===== config.mk =====
export PLATFORM = sky130hd
export DESIGN_NAME = css_sequencer
export DESIGN_NICKNAME = d
export VERILOG_FILES = /design/src/hw/css_pkg.sv /design/src/hw/css_clear_timer.sv /design/src/hw/css_sequencer.sv
export SDC_FILE = /design/constraint.sdc
export NUM_CORES = 1
export LEC_CHECK = 0
export BUFFER_PORTS_ARGS = -buffer_cell sky130_fd_sc_hd__buf_4
export CAP_MARGIN = 20
export CORE_ASPECT_RATIO = 0.5
export CORE_MARGIN = 10
export CORE_UTILIZATION = 33
export DETAILED_ROUTE_END_ITERATION = 16
export HOLD_SLACK_MARGIN = 0.15
export PLACE_DENSITY_LB_ADDON = 0.2
export SLEW_MARGIN = 20
export SYNTH_ARGS = -nofsm -noshare
export SYNTH_HDL_FRONTEND = slang
export SYNTH_SLANG_ARGS = --single-unit

===== constraint.sdc =====
create_clock -name sys_clk_i -period 1.8 [get_ports sys_clk_i]
set_clock_uncertainty 0.2 [all_clocks]
set_input_delay 0.18 -clock sys_clk_i [delete_from_list [all_inputs] [get_ports sys_clk_i]]
set_output_delay 0.18 -clock sys_clk_i [all_outputs]
set_load 0.02 [all_outputs]

===== src/hw/css_pkg.sv =====
// Package for the configuration start-up sequencer: states, timing, carriers
package css_pkg;

    // ********************************************************************
    // Timing
    // ********************************************************************
    localparam int CLK_PERIOD_NS       = 10;   // System clock period
    localparam int SRAM_CLEAR_TIME_NS  = 2000; // Least SRAM clear interval
    // Least time rounds up to whole cycles
    localparam int SRAM_CLEAR_CYCLES   =
        (SRAM_CLEAR_TIME_NS + CLK_PERIOD_NS - 1) / CLK_PERIOD_NS;
    localparam int CLEAR_CNT_W         = 16;   // Clear counter width

    // ********************************************************************
    // Fetch source selection
    // ********************************************************************
    localparam logic SRC_INTERNAL = 1'b0;      // Internal non-volatile memory
    localparam logic SRC_SPI      = 1'b1;      // External SPI flash

    // ********************************************************************
    // Sequencer states
    // ********************************************************************
    typedef enum logic [2:0] {
        CSS_POR,                               // Power-on reset held
        CSS_INIT,                              // Clearing SRAM
        CSS_CONFIG,                            // Fetching configuration
        CSS_ERROR,                             // Bad data, never operate
        CSS_DONE                               // Handed to wake-up
    } css_state_t;

    // ********************************************************************
    // Carriers
    // ********************************************************************
    // One word of configuration data from a memory source
    typedef struct packed {
        logic        valid;                    // Word present
        logic        last;                     // Final word of image
        logic        error;                    // Source flagged bad data
        logic [31:0] data;                     // Configuration word
    } css_word_t;

    // Open-drain pin as three signals; enable low while driving
    typedef struct packed {
        logic in;                              // Level sensed on the pin
        logic out;                             // Level driven
        logic oe_n;                            // Low while driving
    } css_od_pin_t;

endpackage : css_pkg


===== src/hw/css_clear_timer.sv =====
// SRAM clear interval timer for the start-up sequencer
`timescale 1ns/1ns

module css_clear_timer #(
    parameter int CNT_W     = css_pkg::CLEAR_CNT_W,
    parameter int TERMINAL  = css_pkg::SRAM_CLEAR_CYCLES
) (
    // Clock and reset
    input  wire logic sys_clk_i,
    input  wire logic rst_i,
    // Control
    input  wire logic restart_i,              // Clear count and flag; no counting while high
    input  wire logic run_i,                  // Count while high
    // Status
    output logic      expired_o               // Interval has elapsed
);

    localparam logic [CNT_W-1:0] TERM_CNT = CNT_W'(TERMINAL);

    logic [CNT_W-1:0] count;                  // Cycles counted so far

    // ********************************************************************
    // Counter: saturates at the terminal count
    // ********************************************************************
    always_ff @(posedge sys_clk_i) begin
        if (rst_i || restart_i) begin
            count     <= '0;
            expired_o <= 1'b0;
        end else if (run_i && !expired_o) begin
            count <= count + CNT_W'(1);
            // Flag set on the cycle the count reaches the end
            if (count + CNT_W'(1) >= TERM_CNT) begin
                expired_o <= 1'b1;
            end
        end
    end

endmodule : css_clear_timer


===== src/hw/css_sequencer.sv =====
// Configuration start-up sequencer: reset, SRAM clear, configuration fetch
`timescale 1ns/1ns

// Notes on behaviour
// - Pins high impedance while power-on reset active
// - On reset release drive status, done low
// - Initialization clears SRAM, status held low
// - Leave init after time, request released, pin high
// - External low on status pin stalls configuration
// - Rising status edge enters configuration state
// - Fetch from internal memory or SPI flash
// - No valid image: stay in configuration until reprogram or refresh
// - Status high while fine, low on error
// - Offline update suspends user logic unless transparent mode is on
// - Transparent mode keeps user logic running
// - Correct image sets internal completion flag
// - Reprogram or refresh drives pins low, reinit
module css_sequencer #(
    parameter int CLEAR_CYCLES = css_pkg::SRAM_CLEAR_CYCLES,
    parameter int CNT_W        = css_pkg::CLEAR_CNT_W
) (
    // Clock and reset
    input  wire logic              sys_clk_i,
    input  wire logic              rst_i,          // Power-on reset strobe
    // Status pin, open drain
    input  wire logic              clear_error_status_n_i,
    output logic                   clear_error_status_n_o,
    output logic                   clear_error_status_n_oe_n_o,
    // Completion pin
    output logic                   done_pin_o,
    output logic                   done_pin_oe_n_o,
    // Reprogram request pin, active low
    input  wire logic              reprogram_request_n_i,
    // Refresh command from a configuration port
    input  wire logic              refresh_cmd_i,
    // Source selection and memory words
    input  wire logic              src_sel_i,      // Internal or SPI
    input  wire logic              int_image_valid_i,
    input  wire logic              spi_image_valid_i,
    input  wire css_pkg::css_word_t int_word_i,
    input  wire css_pkg::css_word_t spi_word_i,
    output logic                   int_fetch_o,    // Request from internal
    output logic                   spi_fetch_o,    // Request from SPI flash
    // SRAM write path
    output logic                   sram_clear_o,   // Clearing all cells
    output logic                   sram_we_o,
    output logic [31:0]            sram_data_o,
    // Update modes
    input  wire logic              offline_update_i,
    input  wire logic              transparent_update_i,
    // Status to the rest of the device
    output logic                   config_done_o,  // Starts wake-up
    output logic                   config_error_o,
    output logic                   user_logic_en_o,
    output logic                   io_hiz_o        // All user pins released
);

    // ********************************************************************
    // Declarations
    // ********************************************************************
    css_pkg::css_state_t state;                    // Current state
    css_pkg::css_state_t next_state;               // Next state
    logic                status_meta;              // Status sync stage 1
    logic                status_sync;              // Status sync stage 2
    logic                status_prev;              // Previous synced level
    logic                reprog_meta;              // Request sync stage 1
    logic                reprog_sync_n;            // Request sync stage 2
    logic                clear_expired;            // Clear interval done
    logic                status_rise;              // Rising edge on pin
    logic                restart_seq;              // Reprogram or refresh
    logic                src_valid;                // Selected image valid
    css_pkg::css_word_t  cur_word;                 // Word from selection
    logic                released;                 // Device stopped driving

    // ********************************************************************
    // Pin synchronisers
    // ********************************************************************
    // Two flops before anything reads the external pins
    always_ff @(posedge sys_clk_i) begin
        if (rst_i) begin
            status_meta   <= 1'b1;          // Pulled-up idle level
            status_sync   <= 1'b1;
            reprog_meta   <= 1'b1;
            reprog_sync_n <= 1'b1;
        end else begin
            status_meta   <= clear_error_status_n_i;
            status_sync   <= status_meta;
            reprog_meta   <= reprogram_request_n_i;
            reprog_sync_n <= reprog_meta;
        end
    end

    // Edge detector reads only the second stage
    always_ff @(posedge sys_clk_i) begin
        if (rst_i) begin
            status_prev <= 1'b1;              // No false rise after reset
        end else begin
            status_prev <= status_sync;
        end
    end

    // ********************************************************************
    // Combinational helpers
    // ********************************************************************
    assign status_rise = status_sync && !status_prev;
    assign restart_seq = !reprog_sync_n || refresh_cmd_i;
    // Source choice is a plain mux; only one source feeds SRAM at a time
    assign src_valid = (src_sel_i == css_pkg::SRC_SPI) ?
                       spi_image_valid_i : int_image_valid_i;
    assign cur_word  = (src_sel_i == css_pkg::SRC_SPI) ?
                       spi_word_i : int_word_i;

    // ********************************************************************
    // Clear interval timer
    // ********************************************************************
    css_clear_timer #(
        .CNT_W     (CNT_W),
        .TERMINAL  (CLEAR_CYCLES)
    ) u_clear_timer (
        .sys_clk_i (sys_clk_i),
        .rst_i     (rst_i),
        .restart_i (state != css_pkg::CSS_INIT),
        .run_i     (state == css_pkg::CSS_INIT),
        .expired_o (clear_expired)
    );

    // ********************************************************************
    // Next state
    // ********************************************************************
    always_comb begin
        next_state = state;
        unique case (state)
            css_pkg::CSS_POR: begin
                // Reset released: start clearing
                next_state = css_pkg::CSS_INIT;
            end
            css_pkg::CSS_INIT: begin
                // Pin sensing only counts once we have let go of it;
                // any external low keeps the edge from ever appearing
                if (released && reprog_sync_n && status_rise) begin
                    next_state = css_pkg::CSS_CONFIG;
                end
            end
            css_pkg::CSS_CONFIG: begin
                if (!src_valid) begin
                    next_state = css_pkg::CSS_CONFIG;
                end else if (cur_word.valid && cur_word.error) begin
                    next_state = css_pkg::CSS_ERROR;
                end else if (cur_word.valid && cur_word.last) begin
                    next_state = css_pkg::CSS_DONE;
                end
            end
            css_pkg::CSS_ERROR: begin
                next_state = css_pkg::CSS_ERROR;
            end
            css_pkg::CSS_DONE: begin
                next_state = css_pkg::CSS_DONE;
            end
        endcase
        // Reprogram or refresh wins from any state after reset
        if (restart_seq && state != css_pkg::CSS_POR) begin
            next_state = css_pkg::CSS_INIT;
        end
    end

    // ********************************************************************
    // State register
    // ********************************************************************
    always_ff @(posedge sys_clk_i) begin
        if (rst_i) begin
            state <= css_pkg::CSS_POR;
        end else begin
            state <= next_state;
        end
    end

    // ********************************************************************
    // Status pin release
    // ********************************************************************
    // Let go of the pin only once the clear interval is over and the
    // reprogram request has gone away; until then we drive it low
    always_ff @(posedge sys_clk_i) begin
        if (rst_i) begin
            released <= 1'b0;
        end else if (state != css_pkg::CSS_INIT || restart_seq) begin
            released <= 1'b0;
        end else if (clear_expired && reprog_sync_n) begin
            released <= 1'b1;
        end
    end

    // ********************************************************************
    // Pin drivers
    // ********************************************************************
    // Status pin: driven low in init (until release) and after error;
    // otherwise released and pulled high externally
    always_ff @(posedge sys_clk_i) begin
        if (rst_i) begin
            clear_error_status_n_o      <= 1'b0;
            clear_error_status_n_oe_n_o <= 1'b1;
        end else begin
            clear_error_status_n_o <= 1'b0;
            unique case (next_state)
                css_pkg::CSS_POR: begin
                    clear_error_status_n_oe_n_o <= 1'b1;
                end
                css_pkg::CSS_INIT: begin
                    // Hold low while clearing; a fresh restart relowers,
                    // release follows the flag's own set condition
                    clear_error_status_n_oe_n_o <= !restart_seq &&
                        (released || (clear_expired && reprog_sync_n &&
                         state == css_pkg::CSS_INIT));
                end
                css_pkg::CSS_ERROR: begin
                    clear_error_status_n_oe_n_o <= 1'b0;
                end
                default: begin
                    clear_error_status_n_oe_n_o <= 1'b1;
                end
            endcase
        end
    end

    // Completion pin: low until configuration is done, high-z in reset
    always_ff @(posedge sys_clk_i) begin
        if (rst_i) begin
            done_pin_o      <= 1'b0;
            done_pin_oe_n_o <= 1'b1;
        end else begin
            done_pin_o      <= 1'b0;
            // Released at done so wake-up owns the final level
            done_pin_oe_n_o <= (next_state == css_pkg::CSS_DONE);
        end
    end

    // ********************************************************************
    // Fetch and SRAM path
    // ********************************************************************
    always_ff @(posedge sys_clk_i) begin
        if (rst_i) begin
            int_fetch_o  <= 1'b0;
            spi_fetch_o  <= 1'b0;
            sram_clear_o <= 1'b0;
            sram_we_o    <= 1'b0;
            sram_data_o  <= '0;
        end else begin
            sram_clear_o <= (next_state == css_pkg::CSS_INIT);
            int_fetch_o  <= (next_state == css_pkg::CSS_CONFIG) &&
                            (src_sel_i == css_pkg::SRC_INTERNAL);
            spi_fetch_o  <= (next_state == css_pkg::CSS_CONFIG) &&
                            (src_sel_i == css_pkg::SRC_SPI);
            // Bad words never reach SRAM
            sram_we_o    <= (state == css_pkg::CSS_CONFIG) && src_valid
                            && cur_word.valid && !cur_word.error;
            if (cur_word.valid) begin
                sram_data_o <= cur_word.data;
            end
        end
    end

    // ********************************************************************
    // Device status
    // ********************************************************************
    // Transparent update leaves user logic alone; offline stops it unless transparent is set
    always_ff @(posedge sys_clk_i) begin
        if (rst_i) begin
            config_done_o   <= 1'b0;
            config_error_o  <= 1'b0;
            user_logic_en_o <= 1'b0;
            io_hiz_o        <= 1'b1;
        end else begin
            config_done_o   <= (next_state == css_pkg::CSS_DONE);
            config_error_o  <= (next_state == css_pkg::CSS_ERROR);
            user_logic_en_o <= (next_state == css_pkg::CSS_DONE) &&
                               (!offline_update_i ||
                                transparent_update_i);
            io_hiz_o        <= (next_state == css_pkg::CSS_POR);
        end
    end

endmodule : css_sequencer


==> impl_metrics.py, run 1 <==
metrics = {
    "global_routing": {
        "grt_usage": 0.134,
        "overflow": 0,
        "grt_max_degree": 39,
        "antenna_found_initial": 1,
        "grt_pass1_wl_microns": 14900,
        "grt_pass1_vias": 3101,
    },
    "clock_tree": {
        "clockBufferDepth": 2,
        "cts_buffers": 9,
        "root_buffer": "clkbuf_16",
        "htreeDepth": 3,
        "cts.clk_slew.worst_paths_ns": 0.05,
        "cts_setup_buffers": 0,
        "cts_sinks": 68,
        "clock_latency_ns": 0.33,
        "cts_tree": "done",
    },
    "synthesis": {
        "avgSynthCellArea_sq_um": 9.24,
        "synth_flop_cell": "dfxtp_1",
        "async_reset_ff_frac": 0,
        "ys_ff_latch": 68,
        "ys_types": 45,
        "netlist_instances": 334,
        "ys_warn_count": 0,
        "syn_area_sq_um": 3090,
        "synth-edff-count": 0,
        "ys_seq_area_frac": 0.441,
    },
    "drt": {
        "vias": 3047,
        "drt-initial-drc-count": 71,
        "wire_per_inst_microns": 14.1,
        "postRouteAntennaNets": 0,
        "firstDrtPassIters": 4,
        "wl_microns": 9270,
        "route.detailed.drc": 0,
        "vias_per_cell": 4.64,
    },
    "die": {
        "core.rowCount": 24,
        "boundaryPins": 124,
        "die_w_microns": 157,
        "start_util": 0.346,
        "core_sq_um": 8920,
        "die_area_sq_um": 13900,
        "die_y_microns": 88.4,
    },
    "final_layout": {
        "layout_common_cells": "buf_4 (142), dlygate4sd3_1 (71), dfxtp_1 (65)",
        "top_regs": "sram_data_o (32), u_clear_timer.count (16), state (3)",
        "fillCellCount": 792,
        "nets": 617,
        "final_cells": 657,
        "area_delta_synth_final_pct": 69.1,
        "final_common_cell": "buf_4",
        "regMostFlops": "sram_data_o",
        "largest_reg_flops": 32,
        "drive_gt1_frac": 0.330,
    },
    "setup_path": {
        "worst-path-buf-inv": 0,
        "worstPathRequired_ns": 1.85,
        "end_kind": "flop",
        "critical_path_arrival_ns": 1.74,
        "crit_path_start_kind": "flop",
        "path_class": "flop to flop",
        "crit_fanout": 5,
        "crit_family": "simple AND/OR/NAND/NOR gates",
        "critical-path-slowest-cell": "dfxtp_1",
        "crit_chain": "nand4_4 -> nor2_4 -> a21oi_2 -> or3_1 -> a41oi_1",
        "slowest_delay_ns": 0.43,
    },
    "power": {
        "p_clk_frac": 0.392,
        "switching_share": 0.249,
        "pwr-share-seq": 0.417,
        "combPwrFrac": 0.191,
        "internal-power_w": 0.00293,
        "p_leak_nw": 2.35,
        "ir_worst_vdd_mv": 0.468,
        "power.density_nw_per_um2": 747,
        "p_switching_w": 0.000971,
    },
    "timing": {
        "rsz0062_at_grt": "no",
        "setup_viol": 0,
        "hold_viol": 0,
        "finalCritPeriodShare": 0.939,
        "postLayoutSetupSlackWorst_ns": 0.109,
        "maxSlewViolCount": 0,
        "fmax_ghz": 0.591,
        "fin_crit_ns": 1.69,
    },
    "placement": {
        "dp.cells": 570,
        "pre_cts_slack_ns": -0.0446,
        "place.port_buffers": 121,
        "place_congestion": 0.775,
        "place_hpwl_microns": 6430,
    },
    "worst_hold_path": {
        "hp-class": "input pin to flop",
    },
    "flow_run": {
        "maxCapViolCount": 0,
    },
    "status": {
        "outcome": "finished, final reports clean",
    },
}
==> Yosys cell counts (2+ instances only) <==
master,number,area [sq um]
a211oi_1,36,270
a21oi_1,6,30.0
a41oi_1,2,17.5
and2_1,3,18.8
and3_1,6,37.5
and4b_1,2,20.0
buf_1,3,11.3
buf_2,9,45.0
buf_4,2,15.0
clkbuf_1,10,37.5
dfxtp_1,68,1360
ha_1,2,25.0
inv_1,5,18.8
mux2i_1,35,350
nand2_1,7,26.3
nand2b_1,3,18.8
nand3_1,13,65.1
nand4_1,3,18.8
nand4b_1,2,17.5
nor2_1,54,203
nor2b_1,7,43.8
nor3_1,4,20.0
nor3b_1,4,30.0
o211ai_1,2,15.0
o21ai_0,5,25.0
or2_2,5,31.3
or3_1,4,25.0
xnor2_1,5,43.8
xor2_1,11,96.3
==> cells by family after synthesis <==
logic type               Yosys count  share of synthesized area
AO/OA/AOI/OAI                     58                      0.135
XOR/XNOR                          16                     0.0454
adder cells (fa/ha/maj)            2                    0.00811
buffers and inverters             30                     0.0430
flip-flops                        68                      0.441
multiplexers                      35                      0.114
other                              1                    0.00122
AND/OR/NAND/NOR                  124                      0.212
==> worst paths after layout <==
check / to / slack (ns) / cells past startpoint / start
hold reg to reg: status_sync / 0.21 / 1 / status_meta
setup reg to reg: u_clear_timer.expired_o / 0.11 / 5 / u_clear_timer.count[5]
hold / removal: sram_we_o / 0.17 / 5 / src_sel_i
setup / recovery: u_clear_timer.expired_o / 0.11 / 5 / u_clear_timer.count[5]
==> repair_timing <==
item                                   CTS  global route
setup endpoints to repair                1             9
pin swaps                                0             0
hold buffers                            71             0
resized for setup                        1            10
endpoints found under the hold margin   39             0
cloned                                   0             0
==> power groups by stage <==
stage | combinational, W | sequential [W] | clock [W]
after floorplan | 0.000212 | 0.00174 | 0
after global placement | 0.000595 | 0.00165 | 0
after detailed placement | 0.000598 | 0.00166 | 0
after CTS | 0.000744 | 0.00162 | 0.00158
after global routing | 0.000807 | 0.00163 | 0.00165
final | 0.000745 | 0.00163 | 0.00153
==> metal layers <==
layer	track usage	wire [microns]	up-vias
li1	-	-	1583
met1	0.136	3760	1386
met2	0.245	4760	63
met3	0.0605	564	15
met4	0.0468	179	0
met5	0	0	-
==> worst register-to-register path, delay by kind of cell (launching register included) <==
kind / cells / cell delay, ns
AND/OR/NAND/NOR: 3 / 0.72
flip-flops: 1 / 0.43
AO/OA/AOI/OAI: 2 / 0.27
==> stage by stage <==
stage	instance area, sq um	TNS, ns	utilization	total power [W]	hold WS, ns
detailed placement	4210	-0.0446	0.472	0.00225	0.170
floorplan	3090	0	-	0.00195	0.0718
finish	5220	0	0.585	0.00390	0.168
global route	5220	0	0.585	0.00409	0.178
CTS	5180	0	0.580	0.00394	0.167
global placement	4210	0	0.472	0.00225	0.164
==> cell type report <==
cell class / instances / area, sq um / area share
flip-flops and latches: 68 / 1370 / 0.262
inverters: 5 / 18.8 / 0.00360
well taps: 117 / 146 / 0.0281
repair buffers: 214 / 1800 / 0.344
diodes: 1 / 2.50 / 0.000480
clock inverters: 3 / 15.0 / 0.00288
clock buffers: 12 / 236 / 0.0453
multi-input cells: 237 / 1640 / 0.314
Note: power is estimated with default switching activity, not from simulation.
==> inputs of run 2 (changes only) <==
--- a/config.mk
+++ b/config.mk
@@ -18,2 +18,3 @@
 export SYNTH_HDL_FRONTEND = slang
+export SYNTH_HIERARCHICAL = 1
 export SYNTH_SLANG_ARGS = --single-unit
--- a/constraint.sdc
+++ b/constraint.sdc
@@ -4,2 +4,2 @@
 set_output_delay 0.18 -clock sys_clk_i [all_outputs]
-set_load 0.02 [all_outputs]
+set_load 0.05 [all_outputs]
==> impl_metrics.py, run 2 <==
metrics = {
    "drt": {
        "vias": 3224,
        "wl_microns": 9520,
        "drt-initial-drc-count": 95,
        "postRouteAntennaNets": 0,
        "wire_per_inst_microns": 13.6,
        "firstDrtPassIters": 4,
        "vias_per_cell": 4.60,
        "route.detailed.drc": 0,
    },
    "final_layout": {
        "drive_gt1_frac": 0.366,
        "largest_reg_flops": 32,
        "top_regs": "sram_data_o (32), u_clear_timer/count (16), state (3)",
        "final_common_cell": "buf_4",
        "antenna_cells": 0,
        "fin_util": 0.586,
        "postLayoutCellArea_sq_um": 5530,
        "regMostFlops": "sram_data_o",
        "nets": 642,
        "layout_common_cells": "buf_4 (160), dlygate4sd3_1 (74), dfxtp_1 (61)",
        "area_delta_synth_final_pct": 72.6,
    },
    "synthesis": {
        "ys_types": 56,
        "netlist_instances": 345,
        "syn_area_sq_um": 3210,
        "avgSynthCellArea_sq_um": 9.29,
        "synth_area_leaders": "dfxtp_1 (42%), mux2i_1 (11%), a211oi_1 (7.5%)",
        "synth-edff-count": 0,
        "synth.most_common_cell": "dfxtp_1",
        "async_reset_ff_frac": 0,
        "synthTopCellsByCount": "dfxtp_1 (68), nor2_1 (54), mux2i_1 (35)",
        "synth_flop_cell": "dfxtp_1",
        "ys_seq_area_frac": 0.425,
        "ys_ff_latch": 68,
        "synth_top_area_cell": "dfxtp_1",
        "ys_warn_count": 6,
        "synth_top_area_frac": 0.425,
    },
    "setup_path": {
        "crit_chain": "or3b_4 -> a21o_1 -> o31a_1 -> a2111oi_4",
        "path_class": "flop to flop",
        "critical_path_arrival_ns": 1.78,
        "r2r_cells": 4,
        "critical-path-slowest-cell": "or3b_4",
        "crit_fanout": 4,
        "worst-path-buf-inv": 0,
        "path_depth": 4,
        "crit_family": "compound AO/OA/AOI/OAI gates",
        "end_kind": "flop",
        "crit_path_start_kind": "flop",
        "worstPathRequired_ns": 1.83,
        "slowest_delay_ns": 0.39,
    },
    "clock_tree": {
        "clock_latency_ns": 0.33,
        "cts_buffers": 9,
        "cts_sinks": 68,
        "cts_tree": "done",
        "clockBufferDepth": 2,
        "htreeDepth": 3,
        "root_buffer": "clkbuf_16",
        "cts.clk_slew.worst_paths_ns": 0.06,
    },
    "power": {
        "p_switching_w": 0.00119,
        "p_leak_nw": 2.41,
        "internal-power_w": 0.00314,
        "p_clk_frac": 0.410,
        "switching_share": 0.275,
        "combPwrFrac": 0.215,
        "pwr-share-seq": 0.374,
        "ir_worst_vdd_mv": 0.469,
        "power.density_nw_per_um2": 782,
    },
    "global_routing": {
        "overflow": 0,
        "grt_usage": 0.133,
        "grt_max_degree": 39,
        "grt_pass1_vias": 3279,
        "grt_pass1_wl_microns": 15700,
        "antenna_found_initial": 0,
    },
    "die": {
        "die_y_microns": 89.7,
        "core.rowCount": 25,
        "start_util": 0.339,
        "core_sq_um": 9450,
        "die_w_microns": 159,
        "boundaryPins": 124,
        "die_area_sq_um": 14300,
    },
    "timing": {
        "setup_viol": 0,
        "setup-tns-final_ns": 0,
        "fmax_ghz": 0.575,
        "rsz0062_at_grt": "yes",
        "finalCritPeriodShare": 0.967,
        "fin_crit_ns": 1.74,
        "maxSlewViolCount": 0,
        "hold_viol": 0,
    },
    "placement": {
        "placed_cell_area_sq_um": 4410,
        "place.port_buffers": 121,
        "place_hpwl_microns": 6680,
        "place_congestion": 0.786,
    },
    "status": {
        "outcome": "finished, final reports clean",
    },
    "flow_run": {
        "maxCapViolCount": 0,
    },
    "worst_hold_path": {
        "hp-class": "input pin to flop",
        "hold_path_depth": 5,
    },
}
[run 2: changes by cell type in the layout (fill, tap and decap cells not counted), moves of 4 or more]
cell	delta
buf_4	+18
nand2_1	+7
dfxtp_1	-4
dfxtp_2	+4
nand4_1	+4
nor2b_1	-4
o21ai_0	-4
or3_1	-4
[run 2: logic make-up (layout without fill, tap and decap cells)]
group	after synthesis	count (layout)	share of synthesized area
compound gates	61	61	0.158
xor+xnor	18	18	0.0492
fa+ha+maj	1	1	0.00390
buf+inv	36	256	0.0570
flops	68	68	0.425
mux	35	35	0.109
other cells	1	2	0.00117
simple gates	125	125	0.197
[run 2: power by group through the flow]
stage	Clock, W	Sequential [W]	Combinational (W)
final	0.00178	0.00162	0.000933
after global routing	0.00190	0.00163	0.000999
after CTS	0.00182	0.00162	0.000929
after detailed placement	0	0.00165	0.000780
after global placement	0	0.00165	0.000777
after floorplan	0	0.00189	0.000232
[run 2: worst register-to-register path, delay by kind of cell, from the launching register on]
family           cells  cell delay [ns]
flip-flops           1             0.33
AND/OR/NAND/NOR      1             0.39
AO/OA/AOI/OAI        3             0.73
[run 2: routing by layer]
metal / vias to the layer above / global-route usage / wire, microns
met5: - / 0 / 0
met4: 0 / 0.0426 / 162
met3: 14 / 0.0519 / 548
met2: 65 / 0.249 / 4820
met1: 1473 / 0.139 / 3980
li1: 1672 / - / -
[run 2: final cells by class]
type	count	area, sq um
well taps	135	169
flip-flops and latches	68	1370
inverters	5	18.8
clock inverters	5	60.1
multi-input cells	242	1710
repair buffers	235	1960
clock buffers	11	243
fillers	835	3910
[run 2: path summary, 6_finish.rpt]
path / start / to / slack, ns
hold reg to reg: reprog_meta / reprog_sync_n / 0.21
setup reg to reg: state[2] / user_logic_en_o / 0.06
hold / removal: refresh_cmd_i / state[1] / 0.17
setup / recovery: state[2] / user_logic_en_o / 0.06
[run 2: metrics by stage]
| step | cells | hold slack (ns) | setup WS [ns] | total power (W) |
|---|---|---|---|---|
| after CTS | 696 | 0.165 | 0.00283 | 0.00437 |
| after global routing | 701 | 0.196 | -0.00845 | 0.00453 |
| after floorplan | 346 | 0.0704 | -0.00252 | 0.00212 |
| after global placement | 606 | 0.167 | -0.0128 | 0.00243 |
| final | 701 | 0.166 | 0.0598 | 0.00433 |
| after detailed placement | 606 | 0.169 | -0.0360 | 0.00243 |
[run 2: timing repair]
item,in CTS,in global routing
hold buffers,74,0
setup buffers,0,5
setup endpoints to repair,2,12
pin swaps,1,5
hold endpoints to repair,48,0
gates resized for setup,1,16
==> inputs of run 3 (changes only) <==
CORE_UTILIZATION = 44   (was 33)
SLEW_MARGIN = default   (was 20)
==> impl_metrics.py, run 3 (same netlist as run 2, synthesis figures left out) <==
metrics = {
    "die": {
        "boundaryPins": 124,
        "die_y_microns": 80.4,
        "start_util": 0.466,
        "die_w_microns": 141,
        "core.rowCount": 21,
        "core_sq_um": 6880,
        "die_area_sq_um": 11300,
    },
    "setup_path": {
        "r2r_cells": 4,
        "crit_fanout": 5,
        "r2r-end": "user_logic_en_o",
        "critical-path-slowest-cell": "or3b_4",
        "worstPathRequired_ns": 1.84,
        "path_class": "flop to flop",
        "crit_chain": "or3b_4 -> a21o_1 -> o31a_1 -> a2111oi_4",
        "crit_path_start_kind": "flop",
        "end_kind": "flop",
        "worst-path-buf-inv": 0,
        "worstReg2RegStart": "state[1]",
        "critical_path_arrival_ns": 1.88,
        "regToRegSetupSlack_ns": -0.04,
        "slowest_delay_ns": 0.39,
        "crit_family": "compound AO/OA/AOI/OAI gates",
    },
    "drt": {
        "drt-initial-drc-count": 160,
        "vias": 3420,
        "vias_per_cell": 5.28,
        "postRouteAntennaNets": 0,
        "firstDrtPassIters": 4,
        "wire_per_inst_microns": 18.8,
        "wl_microns": 12200,
        "route.detailed.drc": 0,
    },
    "global_routing": {
        "use_met1": 0.195,
        "grt-busiest-layer": "met2",
        "gr-usage-met3": 0.0992,
        "grt_max_degree": 38,
        "grt_pass1_wl_microns": 18700,
        "antenna_found_initial": 0,
        "grt_pass1_vias": 3711,
        "grt_usage": 0.206,
        "grt.met2_usage": 0.370,
        "overflow": 0,
    },
    "final_layout": {
        "fin_util": 0.796,
        "area_delta_synth_final_pct": 71.0,
        "nets": 632,
        "largest_reg_flops": 32,
        "regMostFlops": "sram_data_o",
        "top_regs": "sram_data_o (32), u_clear_timer/count (16), state (3)",
        "layout_common_cells": "buf_4 (146), dlygate4sd3_1 (76), dfxtp_1 (62)",
        "fillCellCount": 389,
        "final_common_cell": "buf_4",
        "drive_gt1_frac": 0.362,
        "antenna_cells": 0,
    },
    "clock_tree": {
        "cts_buffers": 9,
        "clock_latency_ns": 0.34,
        "root_buffer": "clkbuf_16",
        "cts.clk_slew.worst_paths_ns": 0.06,
        "htreeDepth": 3,
        "clockBufferDepth": 2,
        "cts_tree": "done",
        "cts_sinks": 68,
    },
    "placement": {
        "place.port_buffers": 121,
        "pre_cts_slack_ns": -0.0663,
        "place_hpwl_microns": 7130,
        "place_congestion": 0.845,
    },
    "timing": {
        "fmax_ghz": 0.545,
        "fin_crit_ns": 1.84,
        "fin_hold_ws_ns": 0.202,
        "finalCritPeriodShare": 1.02,
        "postLayoutSetupSlackWorst_ns": -0.0359,
        "maxSlewViolCount": 0,
        "hold_viol": 0,
        "setup_viol": 1,
        "rsz0062_at_grt": "yes",
    },
    "status": {
        "violations": "setup timing",
        "outcome": "finished, violations left",
    },
    "flow_run": {
        "maxCapViolCount": 0,
    },
    "worst_hold_path": {
        "worstHoldEndpoint": "state[1]",
        "min_from": "refresh_cmd_i",
        "hold_path_depth": 6,
        "hp-class": "input pin to flop",
    },
    "power": {
        "ir_worst_vdd_mv": 0.567,
        "p_leak_nw": 2.37,
        "power.density_nw_per_um2": 807,
    },
}
[run 3: changes by cell type in the layout (fill, tap and decap cells not counted), moves of 2 or more]
cell	previous run	this run
inv_4	0	2
nand3_2	0	2
dfxtp_2	7	5
inv_1	3	1
clkinv_4	1	3
nand3_1	12	10
dlygate4sd3_1	74	76
buf_4	160	146
[run 3: worst max-delay path by stage]
| stage | depth (start not counted) | from | endpoint |
|---|---|---|---|
| finish | 4 | state[1] | user_logic_en_o |
| global route | 8 | state[2] | u_clear_timer/count[15] |
| CTS | 4 | state[2] | user_logic_en_o |
| detailed placement | 4 | state[1] | user_logic_en_o |
| global placement | 4 | state[1] | user_logic_en_o |
| floorplan | 7 | u_clear_timer/count[0] | u_clear_timer/expired_o |
[run 3: final cells by class]
type	count	area, sq um	area share
multi-input cells	242	1760	0.321
inverters	5	23.8	0.00434
well taps	92	115	0.0210
flip-flops and latches	68	1370	0.250
clock inverters	5	61.3	0.0112
repair buffers	225	1910	0.348
clock buffers	11	243	0.0443
[run 3: power breakdown]
| part | leakage, nW | internal (W) | switching (W) |
|---|---|---|---|
| Sequential | 0.562 | 0.00158 | 0.0000488 |
| Combinational | 1.66 | 0.000451 | 0.000550 |
| Clock | 0.150 | 0.00111 | 0.000676 |
[run 3: timing repair]
item / CTS / global route
buffers inserted: 1 / 3
endpoints found under the hold margin: 47 / 0
resized for setup: 4 / 24
pin swaps: 3 / 8
hold buffers: 76 / 0
endpoints found under the setup margin: 4 / 27
[run 3: worst min-delay path, stage by stage]
cell,delay (ns)
buf_4,0.08
nand4bb_1,0.12
o32ai_2,0.08
o31ai_1,0.06
buf_4,0.13
nor2_1,0.04
[run 3: metrics by stage]
step	TNS, ns	instance area (sq um)	power [W]	std cells
floorplan	-0.00252	3220	0.00212	346
global placement	-0.0126	4280	0.00242	552
detailed placement	-0.146	4280	0.00244	552
CTS	0	5360	0.00437	645
global route	-0.315	5480	0.00458	648
finish	-0.0359	5480	0.00442	648
[run 3: per-layer routing]
layer,part of all wire,vias to the layer above,wire length (microns)
met5,0,-,0
met4,0.034,0,412
met3,0.083,35,1020
met2,0.52,132,6300
met1,0.37,1617,4460
li1,-,1636,-
